==> src/common/mcg_pkg.sv <==
// package: register map, field positions and timing constants of the clock generation control
package mcg_pkg;
  // register indices; each register takes one aligned word at four times its index
  localparam logic [15:0] CTRL_IDX = 16'h6090;
  localparam logic [15:0] DIV_IDX = 16'h6092;
  localparam logic [15:0] STAT_IDX = 16'h6094;
  // register byte addresses
  localparam logic [17:0] CTRL_ADDR = {CTRL_IDX, 2'b00};
  localparam logic [17:0] DIV_ADDR = {DIV_IDX, 2'b00};
  localparam logic [17:0] STAT_ADDR = {STAT_IDX, 2'b00};
  // control field positions
  localparam int REFERENCE_SOURCE_SELECT_LSB = 0;
  localparam int DIVSRC_BIT = 2;
  localparam int EXSQ_BIT = 3;
  localparam int SECSQ_BIT = 4;
  localparam int GENSRC_BIT = 5;
  localparam int GDIV_LSB = 6;
  localparam int PHLOCK_BIT = 8;
  localparam int SECDRV_BIT = 9;
  localparam int SECSEL_BIT = 10;
  // reset values
  localparam logic [15:0] CTRL_RESET = 16'h00c0;
  localparam logic [13:0] DIV_RESET = 14'h2000;
  localparam logic [10:0] CTRL_MASK = 11'h7ff;
  // reference select codes
  localparam logic [1:0] REF_DIVIDED = 2'b00;
  localparam logic [1:0] REF_RECOVERED = 2'b01;
  localparam logic [1:0] REF_SECONDARY = 2'b10;
  localparam logic [1:0] REF_EXTERNAL = 2'b11;
  // generator divide codes
  localparam logic [1:0] GDIV_8 = 2'b00;
  localparam logic [1:0] GDIV_1 = 2'b01;
  localparam logic [1:0] GDIV_2 = 2'b10;
  localparam logic [1:0] GDIV_4 = 2'b11;
  localparam logic [1:0] FS_TYPE_TRACK = 2'b00;
  // squaring counter width: up to 32767 clocks per period
  localparam int SQ_CNT_W = 15;
  localparam logic [13:0] DIV_OFFSET = 14'h0002;
  // control register as fields
  typedef struct packed {
    logic sec_sel;
    logic sec_drive;
    logic phase_lock;
    logic [1:0] gen_div;
    logic gen_src;
    logic sec_sq;
    logic ext_sq;
    logic div_src;
    logic [1:0] ref_sel;
  } mcg_ctrl_t;
endpackage

==> src/logic/mcg_clock_control.sv <==
// clock generation control: reference mux, dividers, squaring, phase tracking, apb registers
//
// Behaviour
// - reference select picks divided clock, recovered vc clock, secondary pin or external input.
// - divider source bit feeds the divider from master clock (0) or double-rate clock (1).
// - external squaring bit routes the squared external input to both multiplexers.
// - external squaring passes input rise as an unjittered falling edge, other edge at half period.
// - secondary squaring bit converts the secondary pin signal before the reference mux.
// - secondary squaring passes input rise as an unjittered rising edge, fall at half period.
// - generator source bit feeds the generator from master clock (0) or pll clock (1).
// - generator divide field, reset 11, divides by 8, 1, 2 or 4 to form the local clock.
// - phase lock enable with frame-sync type 00 slaves the frame generator to external sync.
// - standby master tracks external sync on the local clock so takeover starts in phase.
// - clock failure input stops phase tracking regardless of phase lock enable.
// - secondary drive bit makes the secondary pin an output, else an input.
// - secondary source bit drives external input path (0) or internal frame reference (1).
// - the programmable divider divides by divider value plus two.
//
// Our own choices: the address map and register access over APB.
`timescale 1ns/1ps
module mcg_clock_control #(
  parameter int FRAME_TICKS = 2048,
  parameter int DIV_W = 14
) (
  input wire logic clk_i,
  input wire logic nrst_i,
  input wire logic ce_i,
  // apb slave
  input wire logic psel_i,
  input wire logic penable_i,
  input wire logic pwrite_i,
  input wire logic [17:0] paddr_i,
  input wire logic [31:0] pwdata_i,
  output logic [31:0] prdata_o,
  output logic pready_o,
  output logic pslverr_o,
  // clock sources; double-rate and pll clocks sampled as enables in the master clock domain
  input wire logic double_rate_clock_in_i,
  input wire logic pll_clock_input_i,
  input wire logic recovered_vc_clock_i,
  input wire logic external_eight_k_input_i,
  input wire logic [1:0] tdm_frame_sync_type_i,
  input wire logic frame_sync_i,
  input wire logic clock_failure_input_i,
  // secondary pin as three signals
  input wire logic secondary_eight_k_pin_i,
  output logic secondary_eight_k_pin_o,
  output logic secondary_eight_k_pin_oe_o,
  // results
  output logic eight_k_reference_clock_o,
  output logic local_16m_clock_o,
  output logic internal_frame_reference_o,
  output logic tracking_active_o
);
  mcg_pkg::mcg_ctrl_t ctrl;
  mcg_pkg::mcg_ctrl_t next_ctrl;
  logic [DIV_W-1:0] div_value;
  logic [DIV_W-1:0] next_div_value;
  logic [31:0] next_prdata;
  logic wr_acc;
  logic rd_acc;
  logic hit;

  // apb decode: zero wait states, error on unmapped address
  assign wr_acc = psel_i && penable_i && pwrite_i;
  assign rd_acc = psel_i && !penable_i && !pwrite_i;
  assign hit = paddr_i == mcg_pkg::CTRL_ADDR || paddr_i == mcg_pkg::DIV_ADDR
    || paddr_i == mcg_pkg::STAT_ADDR;
  // pready tied high: every access completes in its first access cycle
  assign pready_o = 1'b1;
  assign pslverr_o = psel_i && penable_i && !hit;

  // register writes
  always_comb begin
    next_ctrl = ctrl;
    next_div_value = div_value;
    if (wr_acc && paddr_i == mcg_pkg::CTRL_ADDR) begin
      next_ctrl = pwdata_i[10:0];
    end
    if (wr_acc && paddr_i == mcg_pkg::DIV_ADDR) begin
      next_div_value = pwdata_i[DIV_W-1:0];
    end
  end

  // read data registered in setup phase
  always_comb begin
    next_prdata = prdata_o;
    if (rd_acc) begin
      unique case (paddr_i)
        mcg_pkg::CTRL_ADDR: next_prdata = {21'h00_0000, ctrl};
        mcg_pkg::DIV_ADDR: next_prdata = {{(32-DIV_W){1'b0}}, div_value};
        mcg_pkg::STAT_ADDR: next_prdata = {28'h000_0000, tracking_active_o,
          local_16m_clock_o, internal_frame_reference_o, eight_k_reference_clock_o};
        default: next_prdata = 32'h0000_0000;
      endcase
    end
  end

  always_ff @(posedge clk_i) begin
    if (!nrst_i) begin
      ctrl <= mcg_pkg::CTRL_RESET[10:0];
      div_value <= mcg_pkg::DIV_RESET[DIV_W-1:0];
      prdata_o <= 32'h0000_0000;
    end else if (ce_i) begin
      ctrl <= next_ctrl;
      div_value <= next_div_value;
      prdata_o <= next_prdata;
    end
  end

  // source edges detected in master clock domain
  logic dr_prev;
  logic pll_prev;
  logic dr_tick;
  logic pll_tick;
  always_ff @(posedge clk_i) begin
    if (!nrst_i) begin
      dr_prev <= 1'b0;
      pll_prev <= 1'b0;
    end else if (ce_i) begin
      dr_prev <= double_rate_clock_in_i;
      pll_prev <= pll_clock_input_i;
    end
  end
  assign dr_tick = double_rate_clock_in_i & ~dr_prev;
  assign pll_tick = pll_clock_input_i & ~pll_prev;

  // programmable 8 kHz divider: one reference period per value+2 source ticks,
  // high for the first half of the count; the source is the master clock or
  // the rising edges of the double-rate clock
  logic div_src_tick;
  logic div_out;
  logic div_pulse;
  logic [DIV_W-1:0] div_limit;
  assign div_src_tick = ctrl.div_src ? dr_tick : 1'b1;
  assign div_limit = div_value + {{(DIV_W-1){1'b0}}, 1'b1};
  mcg_divider #(.W(DIV_W)) u_refdiv (
    .clk_i(clk_i),
    .nrst_i(nrst_i),
    .ce_i(ce_i),
    .tick_i(div_src_tick),
    .limit_i(div_limit),
    .out_o(div_out),
    .pulse_o(div_pulse)
  );

  // squaring of the external and secondary inputs
  logic ext_sq;
  logic sec_sq;
  logic ext_path;
  logic sec_path;
  mcg_squarer #(.INVERT(1'b1)) u_ext_sq (
    .clk_i(clk_i),
    .nrst_i(nrst_i),
    .ce_i(ce_i),
    .sig_i(external_eight_k_input_i),
    .sq_o(ext_sq)
  );
  mcg_squarer #(.INVERT(1'b0)) u_sec_sq (
    .clk_i(clk_i),
    .nrst_i(nrst_i),
    .ce_i(ce_i),
    .sig_i(secondary_eight_k_pin_i),
    .sq_o(sec_sq)
  );
  assign ext_path = ctrl.ext_sq ? ext_sq : external_eight_k_input_i;
  assign sec_path = ctrl.sec_sq ? sec_sq : secondary_eight_k_pin_i;

  // reference multiplexer
  always_comb begin
    unique case (ctrl.ref_sel)
      mcg_pkg::REF_DIVIDED: eight_k_reference_clock_o = div_out;
      mcg_pkg::REF_RECOVERED: eight_k_reference_clock_o = recovered_vc_clock_i;
      mcg_pkg::REF_SECONDARY: eight_k_reference_clock_o = sec_path;
      mcg_pkg::REF_EXTERNAL: eight_k_reference_clock_o = ext_path;
    endcase
  end

  // secondary pin drive and source
  assign secondary_eight_k_pin_oe_o = ctrl.sec_drive;
  assign secondary_eight_k_pin_o = ctrl.sec_sel ? internal_frame_reference_o : ext_path;

  // tdm generator: selected source divided by 8, 1, 2 or 4
  logic gen_tick;
  logic [2:0] gen_cnt;
  logic [2:0] next_gen_cnt;
  logic [2:0] gen_limit;
  logic local_16m_clock_tick;
  logic next_local_16m_clock;
  assign gen_tick = ctrl.gen_src ? pll_tick : 1'b1;
  always_comb begin
    unique case (ctrl.gen_div)
      mcg_pkg::GDIV_8: gen_limit = 3'h7;
      mcg_pkg::GDIV_1: gen_limit = 3'h0;
      mcg_pkg::GDIV_2: gen_limit = 3'h1;
      mcg_pkg::GDIV_4: gen_limit = 3'h3;
    endcase
  end
  assign local_16m_clock_tick = gen_tick && gen_cnt >= gen_limit;
  always_comb begin
    next_gen_cnt = gen_cnt;
    next_local_16m_clock = local_16m_clock_o;
    if (gen_tick) begin
      next_gen_cnt = local_16m_clock_tick ? 3'h0 : gen_cnt + 3'h1;
      next_local_16m_clock = local_16m_clock_tick ? ~local_16m_clock_o : local_16m_clock_o;
    end
  end

  // frame reference generator, slaved to external sync while tracking
  logic [11:0] frame_cnt;
  logic [11:0] next_frame_cnt;
  logic fs_prev;
  logic fs_rise;
  localparam logic [11:0] FRAME_LAST = 12'(FRAME_TICKS - 1);
  assign fs_rise = frame_sync_i & ~fs_prev;
  assign tracking_active_o = ctrl.phase_lock && !clock_failure_input_i
    && tdm_frame_sync_type_i == mcg_pkg::FS_TYPE_TRACK;
  always_comb begin
    next_frame_cnt = frame_cnt;
    if (tracking_active_o && fs_rise) begin
      next_frame_cnt = 12'h000;
    end else if (local_16m_clock_tick) begin
      next_frame_cnt = (frame_cnt == FRAME_LAST) ? 12'h000 : frame_cnt + 12'h001;
    end
  end

  always_ff @(posedge clk_i) begin
    if (!nrst_i) begin
      gen_cnt <= 3'h0;
      local_16m_clock_o <= 1'b0;
      frame_cnt <= 12'h000;
      fs_prev <= 1'b0;
      internal_frame_reference_o <= 1'b0;
    end else if (ce_i) begin
      gen_cnt <= next_gen_cnt;
      local_16m_clock_o <= next_local_16m_clock;
      frame_cnt <= next_frame_cnt;
      fs_prev <= frame_sync_i;
      internal_frame_reference_o <= next_frame_cnt < 12'(FRAME_TICKS / 2);
    end
  end

  // tracking gate and frame alignment
  chk_fail_stops: assert property (@(posedge clk_i) disable iff (!nrst_i)
    clock_failure_input_i |-> !tracking_active_o)
    else $error("tracking active during clock failure");
  chk_phase_gate: assert property (@(posedge clk_i) disable iff (!nrst_i)
    !ctrl.phase_lock |-> !tracking_active_o)
    else $error("tracking active without phase lock enable");
  chk_track_align: assert property (@(posedge clk_i) disable iff (!nrst_i)
    ce_i && tracking_active_o && fs_rise |=> frame_cnt == 12'h000)
    else $error("frame counter not aligned to external sync");

  // reference multiplexer and divider source
  chk_ref_div: assert property (@(posedge clk_i) disable iff (!nrst_i)
    ctrl.ref_sel == mcg_pkg::REF_DIVIDED |-> eight_k_reference_clock_o == div_out)
    else $error("reference mux wrong for divided clock");
  chk_ref_ext: assert property (@(posedge clk_i) disable iff (!nrst_i)
    ctrl.ref_sel == mcg_pkg::REF_EXTERNAL && !ctrl.ext_sq
    |-> eight_k_reference_clock_o == external_eight_k_input_i)
    else $error("reference mux wrong for external input");
  chk_ref_sec_raw: assert property (@(posedge clk_i) disable iff (!nrst_i)
    ctrl.ref_sel == mcg_pkg::REF_SECONDARY && !ctrl.sec_sq |-> eight_k_reference_clock_o == secondary_eight_k_pin_i)
    else $error("unsquared secondary input altered");
  chk_div_src: assert property (@(posedge clk_i) disable iff (!nrst_i)
    ce_i && ctrl.div_src && !dr_tick && $stable(div_limit) |=> $stable(div_out))
    else $error("divider advanced without double-rate edge");

  // secondary pin direction and source
  chk_sec_drive: assert property (@(posedge clk_i) disable iff (!nrst_i)
    ce_i && wr_acc && paddr_i == mcg_pkg::CTRL_ADDR
    |=> secondary_eight_k_pin_oe_o == $past(pwdata_i[mcg_pkg::SECDRV_BIT]))
    else $error("secondary pin enable mismatch");
  chk_sec_src: assert property (@(posedge clk_i) disable iff (!nrst_i)
    ctrl.sec_sel |-> secondary_eight_k_pin_o == internal_frame_reference_o)
    else $error("secondary pin source wrong");
  chk_sq_route: assert property (@(posedge clk_i) disable iff (!nrst_i)
    ctrl.ext_sq && !ctrl.sec_sel |-> secondary_eight_k_pin_o == ext_sq)
    else $error("squared external not routed to secondary");

  // generator divide and source
  chk_gen_div1: assert property (@(posedge clk_i) disable iff (!nrst_i)
    ce_i && ctrl.gen_div == mcg_pkg::GDIV_1 && !ctrl.gen_src && $stable(ctrl)
    |=> local_16m_clock_o != $past(local_16m_clock_o))
    else $error("divide-by-one generator not toggling");
  chk_gen_hold: assert property (@(posedge clk_i) disable iff (!nrst_i)
    ce_i && ctrl.gen_src && !pll_tick |=> $stable(local_16m_clock_o))
    else $error("generator advanced without pll edge");

  // register writes land, unmapped writes are dropped
  chk_ctrl_write: assert property (@(posedge clk_i) disable iff (!nrst_i)
    ce_i && wr_acc && paddr_i == mcg_pkg::CTRL_ADDR |=> ctrl == $past(pwdata_i[10:0]))
    else $error("control write did not land");
  chk_unmapped_write: assert property (@(posedge clk_i) disable iff (!nrst_i)
    ce_i && wr_acc && !hit |=> $stable(ctrl) && $stable(div_value))
    else $error("unmapped write changed a register");

  // main scenarios
  cov_track: cover property (@(posedge clk_i) tracking_active_o && fs_rise);
  cov_fail: cover property (@(posedge clk_i) tracking_active_o ##1 clock_failure_input_i);
  cov_pll: cover property (@(posedge clk_i) ctrl.gen_src && local_16m_clock_tick);
  cov_div_wrap: cover property (@(posedge clk_i) disable iff (!nrst_i) div_pulse);
endmodule

==> src/logic/mcg_squarer.sv <==
// squaring of an 8 kHz pulse input into a near square wave
`timescale 1ns/1ps
module mcg_squarer #(
  parameter int CW = mcg_pkg::SQ_CNT_W,
  parameter bit INVERT = 1'b0
) (
  input wire logic clk_i,
  input wire logic nrst_i,
  input wire logic ce_i,
  input wire logic sig_i,
  output logic sq_o
);
  logic prev;
  logic level;
  logic [CW-1:0] cnt;
  logic [CW-1:0] period;
  logic next_prev;
  logic next_level;
  logic [CW-1:0] next_cnt;
  logic [CW-1:0] next_period;
  logic rise;

  assign rise = sig_i & ~prev;
  // measure period, raise level on input rise, drop at half period
  always_comb begin
    next_prev = sig_i;
    next_level = level;
    next_cnt = cnt;
    next_period = period;
    if (rise) begin
      next_period = cnt;
      next_cnt = '0;
      next_level = 1'b1;
    end else begin
      if (cnt != {CW{1'b1}}) begin
        next_cnt = cnt + 1'b1;
      end
      if (cnt == (period >> 1)) begin
        next_level = 1'b0;
      end
    end
  end

  always_ff @(posedge clk_i) begin
    if (!nrst_i) begin
      prev <= 1'b0;
      level <= 1'b0;
      cnt <= '0;
      period <= '0;
    end else if (ce_i) begin
      prev <= next_prev;
      level <= next_level;
      cnt <= next_cnt;
      period <= next_period;
    end
  end

  // rise edge passed combinationally, no added jitter; inverted when INVERT is set
  assign sq_o = INVERT ? ~(rise | level) : (rise | level);

  chk_half_drop: assert property (@(posedge clk_i) disable iff (!nrst_i)
    ce_i && !rise && level && cnt == (period >> 1) |=> !level)
    else $error("squared level not dropped at half period");
  chk_rise_pass: assert property (@(posedge clk_i) disable iff (!nrst_i)
    rise |-> sq_o == !INVERT)
    else $error("input rise not passed at once");
  cov_rise: cover property (@(posedge clk_i) disable iff (!nrst_i) rise ##[2:100] rise);
endmodule

==> src/logic/mcg_divider.sv <==
// programmable clock-enable divider: terminal pulse every limit+1 source ticks
`timescale 1ns/1ps
module mcg_divider #(
  parameter int W = 14
) (
  input wire logic clk_i,
  input wire logic nrst_i,
  input wire logic ce_i,
  input wire logic tick_i,
  input wire logic [W-1:0] limit_i,
  output logic out_o,
  output logic pulse_o
);
  logic [W-1:0] cnt;
  logic [W-1:0] next_cnt;
  logic next_out;
  logic [W-1:0] half;

  assign half = limit_i >> 1;
  assign pulse_o = tick_i && (cnt >= limit_i);
  // count source ticks 0..limit, output high for the first half of each turn
  always_comb begin
    next_cnt = cnt;
    if (tick_i) begin
      if (cnt >= limit_i) begin
        next_cnt = '0;
      end else begin
        next_cnt = cnt + 1'b1;
      end
    end
    next_out = next_cnt <= half;
  end

  always_ff @(posedge clk_i) begin
    if (!nrst_i) begin
      cnt <= '0;
      out_o <= 1'b0;
    end else if (ce_i) begin
      cnt <= next_cnt;
      out_o <= next_out;
    end
  end

  chk_wrap_zero: assert property (@(posedge clk_i) disable iff (!nrst_i)
    ce_i && pulse_o |=> cnt == '0)
    else $error("divider did not wrap");
endmodule

==> config.mk <==
export PLATFORM = sky130hd
export DESIGN_NAME = mcg_clock_control
export DESIGN_NICKNAME = d
export VERILOG_FILES = /design/src/common/mcg_pkg.sv /design/src/logic/mcg_clock_control.sv /design/src/logic/mcg_squarer.sv /design/src/logic/mcg_divider.sv
export SDC_FILE = /design/constraint.sdc
export NUM_CORES = 1
export LEC_CHECK = 0
export CAP_MARGIN = 0
export CORE_MARGIN = 3
export CORE_UTILIZATION = 31
export CTS_BUF_LIST = sky130_fd_sc_hd__clkbuf_4 sky130_fd_sc_hd__clkbuf_8
export DETAILED_ROUTE_END_ITERATION = 8
export DONT_BUFFER_PORTS = 1
export SYNTH_ARGS = -nofsm -noshare
export SYNTH_HDL_FRONTEND = slang
export SYNTH_HIERARCHICAL = 1
export SYNTH_SLANG_ARGS = --single-unit
==> constraint.sdc <==
create_clock -name clk_i -period 4.2 [get_ports clk_i]
set_input_delay 1.26 -clock clk_i [delete_from_list [all_inputs] [get_ports clk_i]]
set_output_delay 1.26 -clock clk_i [all_outputs]
set_load 0.1 [all_outputs]
==> results.toml, run 1 <==
[outcome]
status = "complete, no violations"

[setup_path]
critPathTopFamily = "compound AO/OA/AOI/OAI gates"
path_buf_inv = 2
cp.required_ns = 4.58
worst_ep_arrival_time_ns = 4.28
cpPeakStageDelay_ns = 0.42
crit_chain = "nand4_1 -> nor2_2 -> nand4_1 -> xnor2_1 -> inv_1 -> ha_1 -> a21oi_1 -> o21ai_1 -> and2_1 -> a211o_1 -> buf_12 -> a21oi_1 -> ha_1 -> a21oi_1 -> nor2_1 -> a211oi_1 -> o221a_2 -> o22ai_1 -> o21ai_0"
cp-start-kind = "register"
critPathMostFrequentCell = "a21oi_1"
cp_slowest_cell = "dfxtp_1"
crit_type = "register to register"
r2r_cells = 19
endpoint_kind = "register"
worstPathMaxFanout = 23
cp.depth = 19

[route]
initialDrtViolationCount = 388
vias_per_cell = 5.236
antenna_left = 0
vias = 6932
firstDrtPassIters = 5
totalWireLength_um = 20050
wl_per_cell_um = 15.14
drc = 0

[die]
die_w_um = 167.6
std_cell_rows = 58
die_y_um = 167.6
start_util = 0.3188
core_area_sq_mm = 0.02540
io-pin-count = 105
fp.dieArea_sq_mm = 0.02809

[clock_network]
cts_buffer_depth = 2
numCtsBuffers = 17
cts.sinks = 136
worstSkewPairLatency_ns = 0.45
htreeDepth = 4
cts_root_buf = "clkbuf_8"
cts-hold-fix-buffers = 0
clkSlewWorstSetupHoldPaths_ns = 0.08
cts_tree = "yes"

[logic_synthesis]
synthCells = 1001
syn_area_per_cell_sq_um = 8.088
syn_area_sq_mm = 0.008097
synth_area_leaders = "dfxtp_1 34%, nand2_1 6.1%, ha_1 5.9%"
ys_warn_count = 6
synth_edf_count = 0
synthFlopType = "dfxtp_1"
synth_top_cell_area_share = 0.3363
ys_seq_area_frac = 0.3363
async_flop_share = 0
synth_cell_types = 82
synth-seq-cells = 136
synth_area_leader_cell = "dfxtp_1"

[sta]
setup_ws_ns = 0.2927
hold_violations = 0
fin_crit_sh = 0.9303
post-route-min-period_ns = 3.907
slew_violations = 0
slew_headroom = 0.2610
finalClockSkew_ns = 0.01109
rsz0062_at_grt = "false"
tightest_slew_ns = 1.107
setup-tns-final_ns = 0
setup_viol = 0
max_freq_ghz = 0.2559

[placed_design]
hpwlAfterDp_um = 14240
gp_congestion = 0.8164
placed_cells = 1294
port_buffers = 0
pre_cts_ws_ns = 0.2257

[finish]
area_growth_pct = 7.031
antenna_cells = 0
nets = 1086
fin_cells = 1324
final_layout_size_suffix_gt1_frac = 0.09054
final_common_cell = "dfxtp_1"
mostFrequentLayoutCells = "134 x dfxtp_1, 131 x nand2_1, 88 x a21oi_1, 65 x nor2_1, 40 x nand3_1"

[grt]
grt_antenna_before_repair = 0
grt_max_degree = 70
grt_usage = 0.1399
grt_pass1_vias = 6455
grt_overflow = 0
grt_pass1_wl_um = 32540

[min_path]
worstHoldPathCells = 2
holdCritPathClass = "register to register"

[pwr]
powerDensity_mw_per_mm2 = 285.7
leakagePower_nw = 2.900
irDropWorstVdd_mv = 0.1680

[job]
cap_violations = 0
==> sequential cells by signal, summed over array words and instances, names as in the netlist, 3 cells and up <==
register and cells:
u_ext_sq/cnt 15, u_sec_sq/cnt 15, div_value 14, prdata_o 14, u_ext_sq/period 14, u_refdiv/cnt 14, u_sec_sq/period 14, frame_cnt 12
ctrl 10, gen_cnt 3
==> final cells by class <==
class	count	area, sq um
fill	2701	16730
tap	330	412.9
multi-input combinational	776	4941
sequential	136	2725
clock buffer	18	241.5
inverter	37	138.9
clock inverter	12	81.33
timing repair buffer	15	125.1
==> synth_stat cells (12+ instances only) <==
| cell type | count |
|---|---|
| nand3_1 | 41 |
| a31oi_1 | 21 |
| a21o_1 | 12 |
| dfxtp_1 | 136 |
| inv_1 | 35 |
| nor2_1 | 68 |
| xnor2_1 | 36 |
| clkbuf_1 | 26 |
| ha_1 | 38 |
| mux2i_1 | 35 |
| nand2b_1 | 26 |
| a21oi_1 | 88 |
| nor3_1 | 15 |
| buf_2 | 12 |
| nand2_1 | 131 |
| nand4_1 | 32 |
| or3_1 | 16 |
| o21ai_0 | 36 |
| buf_4 | 26 |
==> cells by family (layout without fill, tap and decap cells) <==
group	after synthesis	after routing	share of synthesized area
AOI/OAI and AO/OA	218	218	0.1660
xor gates and xnor gates	47	47	0.05084
adders and majority gates	38	38	0.05872
buffers and inverters	106	82	0.06398
DFF	136	136	0.3363
muxes	37	37	0.04605
other	2	19	0.0009276
and+or+nand+nor	417	417	0.2772
==> per-stage QoR <==
step	power, mW	utilization	hold slack (ns)	cell area (sq um)
floorplan	1.559	-	0.4357	8164
global placement	1.568	0.3278	0.4546	8325
detailed placement	1.570	0.3278	0.4609	8325
CTS	2.510	0.3405	0.4719	8648
global route	2.575	0.3412	0.4887	8666
finish	2.476	0.3412	0.4691	8666
==> routing by layer <==
metal  up-vias  wire (um)  track usage
met2       175       9181       0.2297
met4         0        437      0.04589
met3        30       1272      0.03683
li1       3509          -            -
met5         -          0            0
met1      3218       9154       0.1792
==> tightest hold or removal path: stages (launching register included) <==
cell	delay (ns)
dfxtp_1	0.32
nand2_1	0.05
a21oi_1	0.05
==> where the power goes <==
group	switching [mW]	leakage, nW	internal [mW]	total, mW
clock network	0.532	0.160	0.404	0.936
logic	0.176	1.64	0.0487	0.225
registers	0.0148	1.10	1.30	1.31
total	0.723	2.90	1.75	2.48
==> repair_timing <==
action                     4_1_cts  5_1_grt
setup endpoints to repair        0        1
gates resized for setup          0        7
buffers inserted                 0        0
==> final timing paths <==
| path | from | to | slack [ns] |
|---|---|---|---|
| min | u_sec_sq/period[1]$_SDFFE_PN0P_ | u_sec_sq/period[1]$_SDFFE_PN0P_ | 0.47 |
| min reg2reg | u_sec_sq/period[1]$_SDFFE_PN0P_ | u_sec_sq/period[1]$_SDFFE_PN0P_ | 0.47 |
| max | div_value[7]$_SDFFE_PN0P_ | u_refdiv/out_o$_SDFFE_PN0P_ | 0.29 |
| max reg2reg | div_value[7]$_SDFFE_PN0P_ | u_refdiv/out_o$_SDFFE_PN0P_ | 0.29 |
(Power assumes the default switching activity.)
==> inputs of run 2 (changes only) <==
CORE_ASPECT_RATIO = 0.5   (was default)
==> run 2 against run 1 <==
  * Cell count grew 2.0%
  * Global-route usage rose by 0.79 points
  * Register-to-register slack got worse by 0.05 ns
  * First-iteration DRC count rose by 1.5%
  * Clock skew is 0.0013 ns lower
  * Critical path type unchanged
  * Largest cell class unchanged
==> results.toml, run 2 (synthesized netlist as in run 1, its figures left out) <==
[setup_path]
r2r_start = "div_value[0]$_SDFFE_PN0P_"
r2r_cells = 20
cp-start-kind = "register"
cp.required_ns = 4.58
endpoint_kind = "register"
r2r_setup_slack_ns = 0.25
worstPathMaxFanout = 9
crit_type = "register to register"
r2r_end = "u_refdiv/out_o$_SDFFE_PN0P_"
worst_ep_arrival_time_ns = 4.34

[sta]
setup_viol = 0
post-route-min-period_ns = 3.954
slew_violations = 0
whs_ns = 0.4713
tightest_slew_ns = 1.093
fin_crit_sh = 0.9415
slew_headroom = 0.2703
max_freq_ghz = 0.2529
finalClockSkew_ns = 0.009779
hold_violations = 0

[pwr]
clkPwrFrac = 0.406
p_comb_frac = 0.088
netSwitchingFraction = 0.2954
irDropWorstVdd_mv = 0.1684
leakagePower_nw = 2.999
p_int_mw = 1.831
p_sw_mw = 0.7676
powerDensity_mw_per_mm2 = 294.3
seqPwrFrac = 0.506

[route]
vias = 7138
totalWireLength_um = 20750
drc = 0
firstDrtPassIters = 4
wl_per_cell_um = 15.36
antenna_left = 0
vias_per_cell = 5.283
initialDrtViolationCount = 394

[finish]
mostFrequentLayoutCells = "132 x dfxtp_1, 131 x nand2_1, 88 x a21oi_1, 65 x nor2_1, 41 x nand3_1"
nets = 1098
antenna_cells = 0
area_growth_pct = 9.071
top_regs = "u_ext_sq/cnt (15), u_sec_sq/cnt (15)"
utilization = 0.3471
final_layout_size_suffix_gt1_frac = 0.1053
fin_cells = 1351
final_common_cell = "dfxtp_1"

[min_path]
holdCritPathClass = "register to register"
worstHoldPathCells = 2
hold_start = "u_ext_sq/period[9]$_SDFFE_PN0P_"
holdPathEnd = "u_ext_sq/period[9]$_SDFFE_PN0P_"

[clock_network]
worstSkewPairLatency_ns = 0.46
cts_buffer_depth = 2
cts-hold-fix-buffers = 0
cts_root_buf = "clkbuf_8"
htreeDepth = 4
cts.sinks = 136
cts_tree = "yes"
clkSlewWorstSetupHoldPaths_ns = 0.08
numCtsBuffers = 17

[placed_design]
port_buffers = 0
hpwlAfterDp_um = 15220
gp_congestion = 0.8889
placed_cells = 1319

[die]
die_w_um = 234.6
core_area_sq_mm = 0.02544
start_util = 0.3182
die_y_um = 120.3
fp.dieArea_sq_mm = 0.02821
io-pin-count = 105
std_cell_rows = 41

[grt]
grt_pass1_wl_um = 33760
grt_overflow = 0
use_met1 = 0.1844
grt_antenna_before_repair = 1
met3_usage = 0.03037
use_met2 = 0.2586
busiest_layer = "met2"
grt_pass1_vias = 6683
grt_usage = 0.1477
grt_max_degree = 70

[job]
cap_violations = 0

[outcome]
status = "complete, no violations"
[run 2: cell count changes in the layout (fill, tap and decap cells not counted), moves of 2 or more]
cell,previous run,this run
buf_4,14,27
inv_6,1,6
clkinv_2,5,1
dfxtp_1,134,132
dfxtp_2,2,4
inv_8,0,2
[run 2: stage by stage]
| stage | worst slack, ns | setup TNS (ns) | total power, mW | instance area (sq um) |
|---|---|---|---|---|
| floorplan | 0.01147 | 0 | 1.559 | 8164 |
| global placement | 0.1398 | 0 | 1.568 | 8419 |
| detailed placement | 0.1211 | 0 | 1.572 | 8419 |
| CTS | 0.06751 | 0 | 2.634 | 8795 |
| global route | -0.02504 | -0.02504 | 2.713 | 8831 |
| finish | 0.2458 | 0 | 2.599 | 8831 |
[run 2: what timing repair did]
| item | CTS | global route |
|---|---|---|
| endpoints found under the setup margin | 0 | 1 |
| hold endpoints to repair | 0 | 0 |
| buffers inserted | 0 | 1 |
| resized for setup | 0 | 9 |
[run 2: how the worst max path moves through the flow]
| stage | start | to | slack, ns | depth (start not counted) |
|---|---|---|---|---|
| 3_3_place_gp | div_value[1]$_SDFFE_PN0P_ | u_refdiv/out_o$_SDFFE_PN0P_ | 0.14 | 20 |
| 3_5_place_dp | div_value[1]$_SDFFE_PN0P_ | u_refdiv/out_o$_SDFFE_PN0P_ | 0.12 | 20 |
| 2_1_floorplan | paddr_i[9] | pslverr_o | 0.01 | 4 |
| 4_1_cts | div_value[1]$_SDFFE_PN0P_ | u_refdiv/out_o$_SDFFE_PN0P_ | 0.07 | 20 |
| 5_1_grt | div_value[6]$_SDFFE_PN0P_ | u_refdiv/out_o$_SDFFE_PN0P_ | -0.03 | 19 |
| 6_report | div_value[0]$_SDFFE_PN0P_ | u_refdiv/out_o$_SDFFE_PN0P_ | 0.25 | 20 |
[run 2: layout make-up]
cell class	instances	area, sq um
fill	2674	16610
tap	344	430.4
sequential	136	2728
timing repair buffer	27	202.7
inverter	37	138.9
clock inverter	14	141.4
multi-input combinational	776	4956
clock buffer	17	234.0
[run 2: power by group through the flow]
stage | Clock, mW | Sequential [mW] | Combinational [mW]
after global placement | 0 | 1.34 | 0.223
after global routing | 1.15 | 1.32 | 0.245
after CTS | 1.09 | 1.31 | 0.227
final | 1.06 | 1.32 | 0.228
after detailed placement | 0 | 1.35 | 0.227
after floorplan | 0 | 1.35 | 0.210
[run 2: routing by layer]
metal / wire length [um] / share of wire
met1: 9334 / 0.45
met2: 10160 / 0.49
met3: 955 / 0.046
met4: 303 / 0.015
met5: 0 / 0
[run 2: critical path, cell delays in order, from the launching register on]
cell and delay, ns:
dfxtp_1 0.37, ha_1 0.19, nand3_1 0.18, nor2_4 0.18
and3_1 0.18, xor2_1 0.15, inv_1 0.09, ha_1 0.32
nand2_1 0.07, o21ai_0 0.10, and2_1 0.19, a211o_4 0.35
buf_4 0.18, a21oi_1 0.18, ha_1 0.29, nand4_1 0.13
nor2_1 0.07, a211oi_2 0.21, o221a_2 0.22, o22ai_1 0.08
o21ai_0 0.16
==> inputs of run 3 (changes only) <==
PLACE_DENSITY = 0.49   (was default)
==> run 3 against run 2 <==
  * Maximum frequency decreased by 0.13%
  * Clock-buffer cell count up 4
  * Critical endpoint is now pslverr_o
  * Cell count decreased by 0.52%
  * Via count fell by 1.9%
  * Highest routed layer is now met5
  * Final area barely moved
==> results.toml, run 3 (synthesized netlist as in run 1, its figures left out) <==
[outcome]
status = "complete, no violations"

[sta]
setup_viol = 0
hold_violations = 0
finalClockSkew_ns = 0.01588
slew_headroom = 0.2795
max_freq_ghz = 0.2526
fin_crit_sh = 0.9427
whs_ns = 0.4677
tightest_slew_ns = 1.079
slew_violations = 0
setup_ws_ns = 0.2405
post-route-min-period_ns = 3.960
setup-tns-final_ns = 0

[finish]
mostFrequentLayoutCells = "131 x nand2_1, 131 x dfxtp_1, 88 x a21oi_1, 65 x nor2_1, 40 x nand3_1"
final_layout_size_suffix_gt1_frac = 0.1000
multi_input_comb_area_sq_mm = 0.004952
antenna_cells = 0
fill_cells = 2682
seq_area_sq_mm = 0.002729
nets = 1090
fin_cells = 1344
utilization = 0.3469
finalInstanceArea_sq_mm = 0.008827
area_growth_pct = 9.025
top_regs = "u_ext_sq/cnt (15), u_sec_sq/cnt (15)"

[setup_path]
crit_type = "primary input to primary output"
cp-start-kind = "primary input"
cp_slowest_cell = "a211oi_1"
path_buf_inv = 2
crit_chain = "nor4bb_1 -> nand3_1 -> a211oi_1 -> buf_4 -> nor2_2 -> buf_12"
worstPathMaxFanout = 5
critPathTopFamily = "simple AND/OR/NAND/NOR gates"
cp.required_ns = 2.94
endpoint_kind = "primary output"
cpPeakStageDelay_ns = 0.42
worst_ep_arrival_time_ns = 2.70

[route]
firstDrtPassIters = 5
initialDrtViolationCount = 386
totalWireLength_um = 21020
vias = 7004
drc = 0
vias_per_cell = 5.211
wl_per_cell_um = 15.64
antenna_left = 0

[pwr]
totalPowerFinal_mw = 2.721
irDropWorstVdd_mv = 0.1966
leakagePower_nw = 2.989
powerDensity_mw_per_mm2 = 308.3

[clock_network]
htreeDepth = 4
numCtsBuffers = 17
cts_root_buf = "clkbuf_8"
cts.sinks = 136
worstSkewPairLatency_ns = 0.46
cts-hold-fix-buffers = 0
cts_tree = "yes"
clkSlewWorstSetupHoldPaths_ns = 0.08
cts_buffer_depth = 2

[grt]
grt_pass1_wl_um = 34070
grt_usage = 0.1505
grt_max_degree = 70
grt_overflow = 0
grt_antenna_before_repair = 1
grt_pass1_vias = 6493

[die]
start_util = 0.3182
die_y_um = 120.3
std_cell_rows = 41
die_w_um = 234.6
core_area_sq_mm = 0.02544
fp.dieArea_sq_mm = 0.02821
io-pin-count = 105

[job]
cap_violations = 0

[placed_design]
placed_cells = 1311
pre_cts_ws_ns = 0.1551
gp_congestion = 0.8146
port_buffers = 0
placed_area_sq_mm = 0.008372
hpwlAfterDp_um = 15050

[min_path]
holdCritPathClass = "register to register"
## run 3: timing repair
| item | 4_1_cts | 5_1_grt |
|---|---|---|
| gates resized for setup | 0 | 11 |
| endpoints found under the setup margin | 0 | 1 |
| endpoints found under the hold margin | 0 | 0 |
| buffers inserted | 0 | 1 |
## run 3: final timing paths
path              cells after the start  slack, ns                              end                             from
setup / recovery                      6       0.24                        pslverr_o                       paddr_i[7]
hold / removal                        2       0.47  u_ext_sq/period[8]$_SDFFE_PN0P_  u_ext_sq/period[8]$_SDFFE_PN0P_
setup reg to reg                     20       0.33      u_refdiv/out_o$_SDFFE_PN0P_        div_value[0]$_SDFFE_PN0P_
hold reg to reg                       2       0.47  u_ext_sq/period[8]$_SDFFE_PN0P_  u_ext_sq/period[8]$_SDFFE_PN0P_
## run 3: per-layer routing
| layer | track usage | vias up | wire length, um | part of all wire |
|---|---|---|---|---|
| li1 | - | 3527 | - | - |
| met5 | 0 | - | 13 | 0.00062 |
| met2 | 0.2533 | 110 | 10000 | 0.48 |
| met4 | 0.05387 | 2 | 485 | 0.023 |
| met1 | 0.1915 | 3332 | 9865 | 0.47 |
| met3 | 0.03037 | 33 | 652 | 0.031 |
## run 3: power by group
part	switching, mW	internal, mW	leakage (nW)
clock network	0.545	0.633	0.209
logic	0.178	0.0498	1.68
registers	0.0155	1.30	1.10
## run 3: worst min-delay path, delay by kind of cell, from the launching register on
kind,cells,cell delay [ns]
compound gates,1,0.05
flops,1,0.32
simple gates,1,0.05
## run 3: cell type report
cell class	count	share of cell area
clock inverter	11	0.01644
multi-input combinational	776	0.5610
tap	344	0.04876
timing repair buffer	19	0.01758
clock buffer	21	0.03133
sequential	136	0.3091
inverter	37	0.01573
